==> src/design/clock_switch_regs.vh <==
// Purpose: register map, field positions and codes of the clock switch
// Assumes: included by the design files that decode registers or variants
// Notes:   one aligned 32-bit word per register on the APB side
`ifndef CLOCK_SWITCH_REGS_VH
`define CLOCK_SWITCH_REGS_VH

// ==========================================================================
// register byte offsets
`define CSW_CTRL_OFF        8'h00
`define CSW_CONFIG_OFF      8'h04
`define CSW_STATUS_OFF      8'h08

// ==========================================================================
// control register fields
`define CSW_CTRL_SEL_A      0
`define CSW_CTRL_EN_A       1
`define CSW_CTRL_SEL_B      2
`define CSW_CTRL_EN_B       3
`define CSW_CTRL_BYP_A      4
`define CSW_CTRL_BYP_B      5
`define CSW_CTRL_EN_INV     6
`define CSW_CTRL_MUX_SEL    7
`define CSW_CTRL_W          8
`define CSW_CTRL_RST        8'h00

// ==========================================================================
// configuration register fields
`define CSW_CFG_IDLE        0
`define CSW_CFG_PICK_A      1
`define CSW_CFG_PICK_B      2
`define CSW_CFG_ASYNC       3
`define CSW_CFG_VAR_LSB     4
`define CSW_CFG_VAR_MSB     7
`define CSW_CFG_W           8
`define CSW_CFG_RST         8'h00

// ==========================================================================
// status register fields
`define CSW_STAT_CUR_LSB    0
`define CSW_STAT_CUR_MSB    1
`define CSW_STAT_PH_LSB     2
`define CSW_STAT_PH_MSB     3
`define CSW_STAT_OUT        4
`define CSW_STAT_LVL_A      5
`define CSW_STAT_LVL_B      6
`define CSW_STAT_CFG_ERR    7

// ==========================================================================
// fixed configurations of the switch
`define CSW_VAR_DUAL        4'h0
`define CSW_VAR_GATE_HIGH   4'h1
`define CSW_VAR_EDGE_MUX    4'h2
`define CSW_VAR_RISE_MUX    4'h3
`define CSW_VAR_SEL_MUX     4'h4
`define CSW_VAR_ASYNC_MUX   4'h5
`define CSW_VAR_SEL_MUX_EN  4'h6
`define CSW_VAR_GATED       4'h7
`define CSW_VAR_PLAIN       4'h8

`endif

==> src/design/clock_edge_tracker.v <==
// Purpose: level copy and edge pulses of one clock input
// Assumes: the input is taken as synchronous to pclk
// Notes:   one instance per input, so each input's edges are seen alone
`timescale 1ns/1ps
`default_nettype none

module clock_edge_tracker (
  // clock and reset
  input  wire pclk,
  input  wire presetn,
  // watched clock input
  input  wire clk_in,
  // level and one-cycle edge pulses
  output reg  level_r,
  output wire rise,
  output wire fall
);

  // ========================================================================
  // registered copy; an input that stops gives no further pulses
  always @(posedge pclk or negedge presetn) begin
    if (!presetn) begin
      level_r <= 1'b0;
    end else begin
      level_r <= clk_in;
    end
  end

  assign rise = clk_in & ~level_r;
  assign fall = ~clk_in & level_r;

endmodule

`default_nettype wire

==> src/design/clock_variant_ties.v <==
// Purpose: ties the switch controls for each fixed configuration
// Assumes: control and configuration fields come from registers
// Notes:   every variant reduces to the two-input switch
`timescale 1ns/1ps
`default_nettype none
`include "clock_switch_regs.vh"

module clock_variant_ties (
  // software controls
  input  wire [`CSW_CTRL_W-1:0] ctrl,
  input  wire [3:0]             variant,
  input  wire                   idle_cfg,
  input  wire                   async_style,
  // effective switch controls
  output reg                    sel_a,
  output reg                    en_a,
  output reg                    sel_b,
  output reg                    en_b,
  output reg                    byp_a,
  output reg                    byp_b,
  output reg                    idle
);

  wire msel;
  wire gate;

  assign msel = ctrl[`CSW_CTRL_MUX_SEL];
  // optional enable inversion of the gated buffers
  assign gate = ctrl[`CSW_CTRL_EN_A] ^ ctrl[`CSW_CTRL_EN_INV];

  // ========================================================================
  // one switching core, different tie-offs
  always @* begin
    sel_a = ctrl[`CSW_CTRL_SEL_A];
    en_a  = ctrl[`CSW_CTRL_EN_A];
    sel_b = ctrl[`CSW_CTRL_SEL_B];
    en_b  = ctrl[`CSW_CTRL_EN_B];
    byp_a = ctrl[`CSW_CTRL_BYP_A];
    byp_b = ctrl[`CSW_CTRL_BYP_B];
    idle  = idle_cfg;
    case (variant)
      `CSW_VAR_DUAL: begin
        idle = idle_cfg;
      end
      `CSW_VAR_GATE_HIGH: begin
        sel_a = 1'b1;
        en_a  = gate;
        sel_b = 1'b0;
        en_b  = 1'b0;
        byp_a = 1'b0;
        byp_b = 1'b0;
        idle  = 1'b1;
      end
      `CSW_VAR_EDGE_MUX, `CSW_VAR_RISE_MUX: begin
        sel_a = 1'b1;
        sel_b = 1'b1;
        en_a  = ~msel;
        en_b  = msel;
        byp_a = async_style;
        byp_b = async_style;
        idle  = (variant == `CSW_VAR_RISE_MUX);
      end
      `CSW_VAR_SEL_MUX, `CSW_VAR_ASYNC_MUX: begin
        sel_a = ~msel;
        sel_b = msel;
        en_a  = 1'b1;
        en_b  = 1'b1;
        byp_a = (variant == `CSW_VAR_ASYNC_MUX);
        byp_b = (variant == `CSW_VAR_ASYNC_MUX);
      end
      `CSW_VAR_SEL_MUX_EN: begin
        sel_a = ~msel;
        sel_b = msel;
        en_a  = gate;
        en_b  = gate;
        byp_a = 1'b0;
        byp_b = 1'b0;
        idle  = 1'b0;
      end
      `CSW_VAR_GATED, `CSW_VAR_PLAIN: begin
        sel_a = 1'b1;
        en_a  = (variant == `CSW_VAR_PLAIN) ? 1'b1 : gate;
        sel_b = 1'b0;
        en_b  = 1'b0;
        byp_a = async_style;
        byp_b = 1'b0;
        idle  = 1'b0;
      end
      default: begin
        idle = idle_cfg;
      end
    endcase
  end

endmodule

`default_nettype wire

==> src/design/glitch_free_clock_mux.v <==
// Purpose: glitch-free two-input clock switch with an APB register port
// Assumes: clock inputs are sampled on pclk, far faster than they toggle
// Notes:   output is rebuilt from samples, so it lags inputs two cycles
//
// Functional notes
// - input A passes only with select_a and enable_a High; B likewise
// - both pairs High keeps the previously valid selection
// - selecting neither input holds the output at the idle level
// - idle 0: wait old Low, hold Low until new falls, then pass
// - rising variant: wait old High, hold High until new rises
// - idle level sets startup output, switching edge and held level
// - startup pick drives its input from configuration; never both
// - bypass_edge on an input leaves it at once on select change
// - with bypass_edge_b, reselecting A does not wait for B falling
// - selects tied High: enable switching skips old falling edge
// - selects sampled on falling edge, enables on rising edge
// - idle-High gate: disable blocks next pulse, finishes Low pulse
// - idle-High gate: enable changes in Low pulse wait for High
// - select-driven mux switches glitch-free at any time
// - late select passes one extra pulse; done within three cycles
// - mux switch style picks edge-synchronised or immediate
// - gated mux: enable Low holds output Low until selected falls
// - gated buffer outputs 0 while disabled; enable may invert
// - gate style picks glitchless or immediate gating
// - plain buffer is the gated buffer always enabled
`timescale 1ns/1ps
`default_nettype none
`include "clock_switch_regs.vh"

module glitch_free_clock_mux (
  // clock and reset
  input  wire        pclk,
  input  wire        presetn,
  // apb slave
  input  wire        psel,
  input  wire        penable,
  input  wire        pwrite,
  input  wire [7:0]  paddr,
  input  wire [31:0] pwdata,
  output reg  [31:0] prdata,
  output reg         pready,
  output reg         pslverr,
  // clock inputs and switched output
  input  wire        clock_in_a,
  input  wire        clock_in_b,
  output reg         clock_out
);

  // ========================================================================
  // states and source codes
  localparam [1:0] SRC_NONE = 2'h0;
  localparam [1:0] SRC_A    = 2'h1;
  localparam [1:0] SRC_B    = 2'h2;
  localparam [1:0] PH_RUN   = 2'h0;
  localparam [1:0] PH_DROP  = 2'h1;
  localparam [1:0] PH_WAIT  = 2'h2;

  reg  [`CSW_CTRL_W-1:0] ctrl_r;
  reg  [`CSW_CFG_W-1:0]  cfg_r;
  reg                    cfg_err_r;
  reg                    reinit_r;
  reg  [1:0]             cur_r;
  reg  [1:0]             cur_nxt;
  reg  [1:0]             phase_r;
  reg  [1:0]             phase_nxt;
  reg  [1:0]             sel_s_r;
  reg  [1:0]             en_s_r;
  reg                    out_nxt;
  reg  [1:0]             want;
  reg                    cur_lvl;
  reg                    cur_byp;
  reg                    cur_sel_evt;
  reg                    cur_en_evt;
  reg                    want_evt;
  reg                    want_byp;
  reg                    want_lvl;
  reg  [31:0]            rdata_nxt;
  reg                    addr_bad;

  wire [1:0]             lvl;
  wire [1:0]             rise;
  wire [1:0]             fall;
  wire [1:0]             clk_in;
  wire                   eff_sel_a;
  wire                   eff_en_a;
  wire                   eff_sel_b;
  wire                   eff_en_b;
  wire                   eff_byp_a;
  wire                   eff_byp_b;
  wire                   idle;
  wire                   req_a;
  wire                   req_b;
  wire                   en_only;
  wire                   wr_take;
  wire                   cfg_ok;
  wire [1:0]             start_src;

  assign clk_in = {clock_in_b, clock_in_a};

  // ========================================================================
  // per-input edge watchers
  genvar gi;
  generate
    for (gi = 0; gi < 2; gi = gi + 1) begin : g_trk
      clock_edge_tracker u_trk (
        .pclk    (pclk),
        .presetn (presetn),
        .clk_in  (clk_in[gi]),
        .level_r (lvl[gi]),
        .rise    (rise[gi]),
        .fall    (fall[gi])
      );
    end
  endgenerate

  // ========================================================================
  // fixed-configuration tie-offs
  clock_variant_ties u_ties (
    .ctrl        (ctrl_r),
    .variant     (cfg_r[`CSW_CFG_VAR_MSB:`CSW_CFG_VAR_LSB]),
    .idle_cfg    (cfg_r[`CSW_CFG_IDLE]),
    .async_style (cfg_r[`CSW_CFG_ASYNC]),
    .sel_a       (eff_sel_a),
    .en_a        (eff_en_a),
    .sel_b       (eff_sel_b),
    .en_b        (eff_en_b),
    .byp_a       (eff_byp_a),
    .byp_b       (eff_byp_b),
    .idle        (idle)
  );

  // ========================================================================
  // apb access; one-cycle access phase, pready raised in setup
  assign wr_take = psel & penable & pready & pwrite;
  // both startup picks set is refused; the old configuration stays
  assign cfg_ok  = ~(pwdata[`CSW_CFG_PICK_A] & pwdata[`CSW_CFG_PICK_B]);

  always @* begin
    rdata_nxt = 32'h0000_0000;
    addr_bad  = 1'b0;
    case (paddr)
      `CSW_CTRL_OFF: begin
        rdata_nxt[`CSW_CTRL_W-1:0] = ctrl_r;
      end
      `CSW_CONFIG_OFF: begin
        rdata_nxt[`CSW_CFG_W-1:0] = cfg_r;
      end
      `CSW_STATUS_OFF: begin
        rdata_nxt[`CSW_STAT_CUR_MSB:`CSW_STAT_CUR_LSB] = cur_r;
        rdata_nxt[`CSW_STAT_PH_MSB:`CSW_STAT_PH_LSB]   = phase_r;
        rdata_nxt[`CSW_STAT_OUT]     = clock_out;
        rdata_nxt[`CSW_STAT_LVL_A]   = lvl[0];
        rdata_nxt[`CSW_STAT_LVL_B]   = lvl[1];
        rdata_nxt[`CSW_STAT_CFG_ERR] = cfg_err_r;
      end
      default: begin
        addr_bad = 1'b1;
      end
    endcase
  end

  // bus handshake and register writes
  always @(posedge pclk or negedge presetn) begin
    if (!presetn) begin
      pready    <= 1'b0;
      pslverr   <= 1'b0;
      prdata    <= 32'h0000_0000;
      ctrl_r    <= `CSW_CTRL_RST;
      cfg_r     <= `CSW_CFG_RST;
      cfg_err_r <= 1'b0;
      reinit_r  <= 1'b0;
    end else begin
      pready   <= psel & ~penable & ~pready;
      pslverr  <= psel & ~penable & ~pready & addr_bad;
      prdata   <= (psel & ~penable & ~pwrite) ? rdata_nxt : 32'h0000_0000;
      reinit_r <= 1'b0;
      if (wr_take && paddr == `CSW_CTRL_OFF) begin
        ctrl_r <= pwdata[`CSW_CTRL_W-1:0];
      end
      if (wr_take && paddr == `CSW_CONFIG_OFF) begin
        cfg_err_r <= ~cfg_ok;
        if (cfg_ok) begin
          cfg_r    <= pwdata[`CSW_CFG_W-1:0];
          reinit_r <= 1'b1;
        end
      end
    end
  end

  // ========================================================================
  // current source view and control sampling events
  always @* begin
    case (cur_r)
      SRC_A: begin
        cur_lvl     = lvl[0];
        cur_byp     = eff_byp_a;
        cur_sel_evt = fall[0];
        cur_en_evt  = rise[0];
      end
      SRC_B: begin
        cur_lvl     = lvl[1];
        cur_byp     = eff_byp_b;
        cur_sel_evt = fall[1];
        cur_en_evt  = rise[1];
      end
      default: begin
        cur_lvl     = idle;
        cur_byp     = 1'b1;
        cur_sel_evt = 1'b1;
        cur_en_evt  = 1'b1;
      end
    endcase
  end

  // selects on falling, enables on rising edge of the current clock;
  // a bypassed or absent clock lets the controls through every cycle
  always @(posedge pclk or negedge presetn) begin
    if (!presetn) begin
      sel_s_r <= 2'b00;
      en_s_r  <= 2'b00;
    end else begin
      if (cur_sel_evt || cur_byp) begin
        sel_s_r <= {eff_sel_b, eff_sel_a};
      end
      if (cur_en_evt || cur_byp) begin
        en_s_r <= {eff_en_b, eff_en_a};
      end
    end
  end

  // ========================================================================
  // wanted source from sampled pairs
  assign req_a   = sel_s_r[0] & en_s_r[0];
  assign req_b   = sel_s_r[1] & en_s_r[1];
  // enable-only switching does not wait for the old clock's edge
  assign en_only = sel_s_r[0] & sel_s_r[1];

  always @* begin
    if (req_a && req_b) begin
      want = cur_r;
    end else if (req_a) begin
      want = SRC_A;
    end else if (req_b) begin
      want = SRC_B;
    end else begin
      want = SRC_NONE;
    end
  end

  // edge of the wanted clock that lets it in, by idle level
  always @* begin
    case (want)
      SRC_A: begin
        want_lvl = lvl[0];
        want_byp = eff_byp_a;
        want_evt = idle ? rise[0] : fall[0];
      end
      SRC_B: begin
        want_lvl = lvl[1];
        want_byp = eff_byp_b;
        want_evt = idle ? rise[1] : fall[1];
      end
      default: begin
        want_lvl = idle;
        want_byp = 1'b0;
        want_evt = 1'b0;
      end
    endcase
  end

  // ========================================================================
  // switching sequence
  always @* begin
    phase_nxt = phase_r;
    cur_nxt   = cur_r;
    out_nxt   = idle;
    case (phase_r)
      PH_RUN: begin
        out_nxt = (cur_r == SRC_NONE) ? idle : cur_lvl;
        if (want != cur_r) begin
          if (cur_r == SRC_NONE || cur_byp || en_only) begin
            phase_nxt = PH_WAIT;
            cur_nxt   = SRC_NONE;
            out_nxt   = idle;
          end else begin
            phase_nxt = PH_DROP;
          end
        end
      end
      PH_DROP: begin
        // old clock keeps running until it reaches the idle level
        out_nxt = cur_lvl;
        if (want == cur_r) begin
          phase_nxt = PH_RUN;
        end else if (cur_lvl == idle || cur_byp) begin
          phase_nxt = PH_WAIT;
          cur_nxt   = SRC_NONE;
          out_nxt   = idle;
        end
      end
      PH_WAIT: begin
        out_nxt = idle;
        if (want == SRC_NONE) begin
          phase_nxt = PH_RUN;
        end else if (want_evt || want_byp) begin
          phase_nxt = PH_RUN;
          cur_nxt   = want;
          // stale pre-edge level would be a one-cycle glitch
          out_nxt   = want_byp ? want_lvl : idle;
        end
      end
      default: begin
        phase_nxt = PH_RUN;
        cur_nxt   = SRC_NONE;
      end
    endcase
  end

  // startup source after reset or a configuration write
  assign start_src = cfg_r[`CSW_CFG_PICK_A] ? SRC_A :
                     cfg_r[`CSW_CFG_PICK_B] ? SRC_B : SRC_NONE;

  always @(posedge pclk or negedge presetn) begin
    if (!presetn) begin
      phase_r   <= PH_RUN;
      cur_r     <= SRC_NONE;
      clock_out <= 1'b0;
    end else if (reinit_r) begin
      phase_r   <= PH_RUN;
      cur_r     <= start_src;
      clock_out <= idle;
    end else begin
      phase_r   <= phase_nxt;
      cur_r     <= cur_nxt;
      clock_out <= out_nxt;
    end
  end

endmodule

`default_nettype wire

==> config.mk <==
export PLATFORM = sky130hd
export DESIGN_NAME = glitch_free_clock_mux
export DESIGN_NICKNAME = d
export VERILOG_FILES = /design/src/design/clock_edge_tracker.v /design/src/design/clock_variant_ties.v /design/src/design/glitch_free_clock_mux.v
export VERILOG_INCLUDE_DIRS = /design/src /design/src/design
export SDC_FILE = /design/constraint.sdc
export NUM_CORES = 1
export LEC_CHECK = 0
export BUFFER_PORTS_ARGS = -buffer_cell sky130_fd_sc_hd__buf_4
export CORE_ASPECT_RATIO = 1.75
export CORE_MARGIN = 3
export CORE_UTILIZATION = 45
export CTS_BUF_LIST = sky130_fd_sc_hd__clkbuf_8
export CTS_CLUSTER_DIAMETER = 50
export DETAILED_ROUTE_END_ITERATION = 12
export HOLD_SLACK_MARGIN = 0.06
export PLACE_DENSITY = 0.82
export SLEW_MARGIN = 25
export SYNTH_ARGS = -nofsm -noshare
export SYNTH_HDL_FRONTEND = slang
export SYNTH_SLANG_ARGS = --single-unit
==> constraint.sdc <==
create_clock -name pclk -period 7.2 [get_ports pclk]
set_input_delay 0.36 -clock pclk [delete_from_list [all_inputs] [get_ports pclk]]
set_output_delay 0.36 -clock pclk [all_outputs]
set_load 0.02 [all_outputs]
==> metrics.cfg <==
[run_status]
outcome=complete, no violations

[power]
power.switching_uw=107
vdd.ir_drop.worst_uv=203
p_leak_uw=0.00138
power_frac_comb_pct=8.7
power.internal_uw=337
pwr_density_nw_per_um2=153
pwr-share-seq_pct=50.3
switching_share_pct=24.1
pwr-share-clk_pct=40.9
p_total_uw=444

[sta]
final_hold_vios=0
rsz0062_at_grt=false
final_period_minus_worst_setup_slack_ns=2.72
layout_worst_path_cycle_share_pct=37.8
final-setup-viol-count=0
postLayoutSetupSlackWorst_ns=4.48
worst_slew_pin_slew_ns=0.584
setup_total_negative_slack_ns=0
timing.hold.ws_ns=0.183
timing.final.max_slew_violations=0
maxClockFrequency_mhz=367
worst_slew_margin_rel_pct=61.1
skew_ns=0.0109

[cts]
cts_bufs_inserted=5
ctsRootBufferMaster=sky130_fd_sc_hd__clkbuf_8
cts.sinks=39
postCtsSetupBuffers=0
cts_buffer_depth=2
cts-htree-levels=2
worst_skew_pair.late_latency_ns=0.30
path_clk_slew_ns=0.08
cts_tree=yes

[die]
fp.coreArea_sq_um=5590
start_util_pct=46.5
fp.dieArea_sq_um=6760
fp.dieW_microns=63.4
rows=36
num_io_pins=82
die_height_microns=107

[route]
topRoutingLayerUsed=met4
avgRoutedWirePerCell_microns=14.7
post-route-drc-count=0
drt_first_pass_iters=4
met3_length_microns=224
num_vias=2185
met2WireLength_mm=3.32
route.final.wire_length_mm=5.86
viasPerCell=5.49
wl_met1_mm=2.04
first_iter_violations=60
antenna_left=0

[logic_synthesis]
seq_area_frac_synth_pct=37.6
postSynth.asyncResetShare_pct=100
ys_ff_latch=39
yosys.area.top_type_share_pct=37.6
synth_area_leader_cell=sky130_fd_sc_hd__dfrtp_1
yosys_warnings=0
synth_enable_flop_cells=0
syn_avg_cell_area_sq_um=8.84
distinct_cell_type_count_after_synthesis=50
synth_common_cells=sky130_fd_sc_hd__dfrtp_1, sky130_fd_sc_hd__nor2_1, sky130_fd_sc_hd__buf_4, sky130_fd_sc_hd__nand2_1, sky130_fd_sc_hd__a21oi_1
synth_area_sq_um=2600
ys.flop_type=sky130_fd_sc_hd__dfrtp_1
netlist_top_cells_area=sky130_fd_sc_hd__dfrtp_1, sky130_fd_sc_hd__buf_4, sky130_fd_sc_hd__mux2_2
synth_most_common_cell=sky130_fd_sc_hd__dfrtp_1
postSynthCellCount=294

[global_route]
groute.usage.overall_pct=17.9
maximum_number_of_pins_on_one_net_before_global_route_repair=40
grt_first_pass_wirelength_mm=9.54
grt_overflow_total=0
grt_pass1_vias=2142
initial_antenna_violation_count=0

[worst_hold_path]
worstHoldPathType=in -> reg

[place]
dpl-instance-area_sq_um=2780
place_worst_setup_slack_ns=4.52
gp_congestion=0.897
post-dp-hpwl_mm=4.54
port_buffers=33

[worst_setup_path]
timing.critical_path.fanout_max=21
crit_type=reg -> reg
crit_required_ns=7.38
worst_setup_path_end_kind=register
cp-start-kind=register
worstPathArrival_ns=2.90

[finish]
area_growth_syn_to_layout_pct=11.8
fillerInstances=515
antennaDiodeCount=0
seqCellArea_sq_um=976
drive_gt1_share_pct=18.9
multi_input_comb_area_sq_um=1410
fin_area_sq_um=2910
final_nets=374

[run]
maxCapViolations=0

power by group through the flow:
| stage | sequential, uW | clock, uW | combinational (uW) |
|---|---|---|---|
| 2_1_floorplan | 227 | 0 | 30.6 |
| 6_report | 223 | 182 | 38.8 |
| 3_5_place_dp | 228 | 0 | 38.4 |
| 3_3_place_gp | 227 | 0 | 37.7 |
| 5_1_grt | 224 | 196 | 42.6 |
| 4_1_cts | 223 | 186 | 39.0 |
critical path, cell delays in order (launching register included):
cell,delay [ns]
sky130_fd_sc_hd__dfrtp_1,0.69
sky130_fd_sc_hd__or3b_1,0.39
sky130_fd_sc_hd__and3_4,0.19
sky130_fd_sc_hd__or2_1,0.31
sky130_fd_sc_hd__a31oi_1,0.26
sky130_fd_sc_hd__a311oi_1,0.18
sky130_fd_sc_hd__o211ai_2,0.23
sky130_fd_sc_hd__mux2_1,0.35
logic make-up (layout without fill, tap and decap cells):
kind of cell | Yosys count | count (layout) | synth area share, %
AO/OA/AOI/OAI | 69 | 69 | 17.4
XOR/XNOR | 3 | 3 | 1.01
adder cells (fa/ha/maj) | 6 | 6 | 2.89
buffers and inverters | 50 | 55 | 11.4
flip-flops | 39 | 39 | 37.6
multiplexers | 27 | 27 | 11.2
other | 1 | 24 | 0.144
AND/OR/NAND/NOR | 99 | 99 | 18.4
metrics by stage:
stage               cells  util, %
floorplan             317        -
global placement      389     49.8
detailed placement    389     49.8
CTS                   398     52.0
global route          398     52.0
finish                398     52.0
flip-flops by register name, indices dropped and copies added (netlist names):
| name | flops |
|---|---|
| en_s_r | 2 |
| cur_r | 2 |
| pslverr | 1 |
| prdata | 8 |
| cfg_r | 8 |
| clock_out | 1 |
| cfg_err_r | 1 |
| ctrl_r | 8 |
| pready | 1 |
| sel_s_r | 2 |
| phase_r | 2 |
| reinit_r | 1 |
| g_trk.u_trk.level_r | 2 |
per-layer routing:
| metal | track usage, % | vias to the layer above |
|---|---|---|
| met5 | 0 | - |
| met4 | 12.5 | 0 |
| met3 | 2.96 | 23 |
| met2 | 34.6 | 71 |
| met1 | 16.3 | 1059 |
| li1 | - | 1032 |
what timing repair did:
item | CTS | global route
resized for setup | 0 | 0
hold endpoints to repair | 39 | 0
hold buffers | 1 | 0
path summary, 6_finish.rpt:
path                            slack [ns]  cells past startpoint                endpoint        from
worst max-delay path                  4.48                      7                cur_r[0]    cfg_r[7]
worst min-delay path                  0.18                      1  g_trk[1].u_trk.level_r  clock_in_b
worst max register to register        4.48                      7                cur_r[0]    cfg_r[7]
worst min register to register        0.49                      1                  pready      pready
max in group asynchronous             6.29                      2               ctrl_r[5]     presetn
min in group asynchronous             0.57                      2              phase_r[0]     presetn
final cells by class:
class | count | share of cell area, %
clock buffer | 5 | 2.37
clock inverter | 3 | 1.51
inverter | 12 | 1.55
multi-input combinational | 228 | 48.6
sequential | 39 | 33.6
tap | 76 | 3.27
timing repair buffer | 35 | 9.13
cell usage in the layout (no fill, tap or decap), types with 4 or more instances in the layout:
master / Yosys / final
sky130_fd_sc_hd__a21oi_1: 19 / 19
sky130_fd_sc_hd__a22oi_1: 5 / 5
sky130_fd_sc_hd__a31oi_1: 5 / 5
sky130_fd_sc_hd__and2_1: 4 / 4
sky130_fd_sc_hd__buf_4: 24 / 34
sky130_fd_sc_hd__clkbuf_8: 0 / 5
sky130_fd_sc_hd__conb_1: 1 / 24
sky130_fd_sc_hd__dfrtp_1: 39 / 39
sky130_fd_sc_hd__ha_1: 6 / 6
sky130_fd_sc_hd__inv_1: 12 / 12
sky130_fd_sc_hd__mux2_2: 14 / 14
sky130_fd_sc_hd__mux2i_1: 11 / 11
sky130_fd_sc_hd__nand2_1: 24 / 24
sky130_fd_sc_hd__nand2b_1: 5 / 5
sky130_fd_sc_hd__nor2_1: 34 / 34
sky130_fd_sc_hd__nor2b_1: 7 / 7
sky130_fd_sc_hd__nor3_1: 7 / 7
sky130_fd_sc_hd__nor4_1: 4 / 4
sky130_fd_sc_hd__o21ai_0: 14 / 14
sky130_fd_sc_hd__o21bai_1: 4 / 4
No activity file was read; power rests on OpenSTA's default activity.
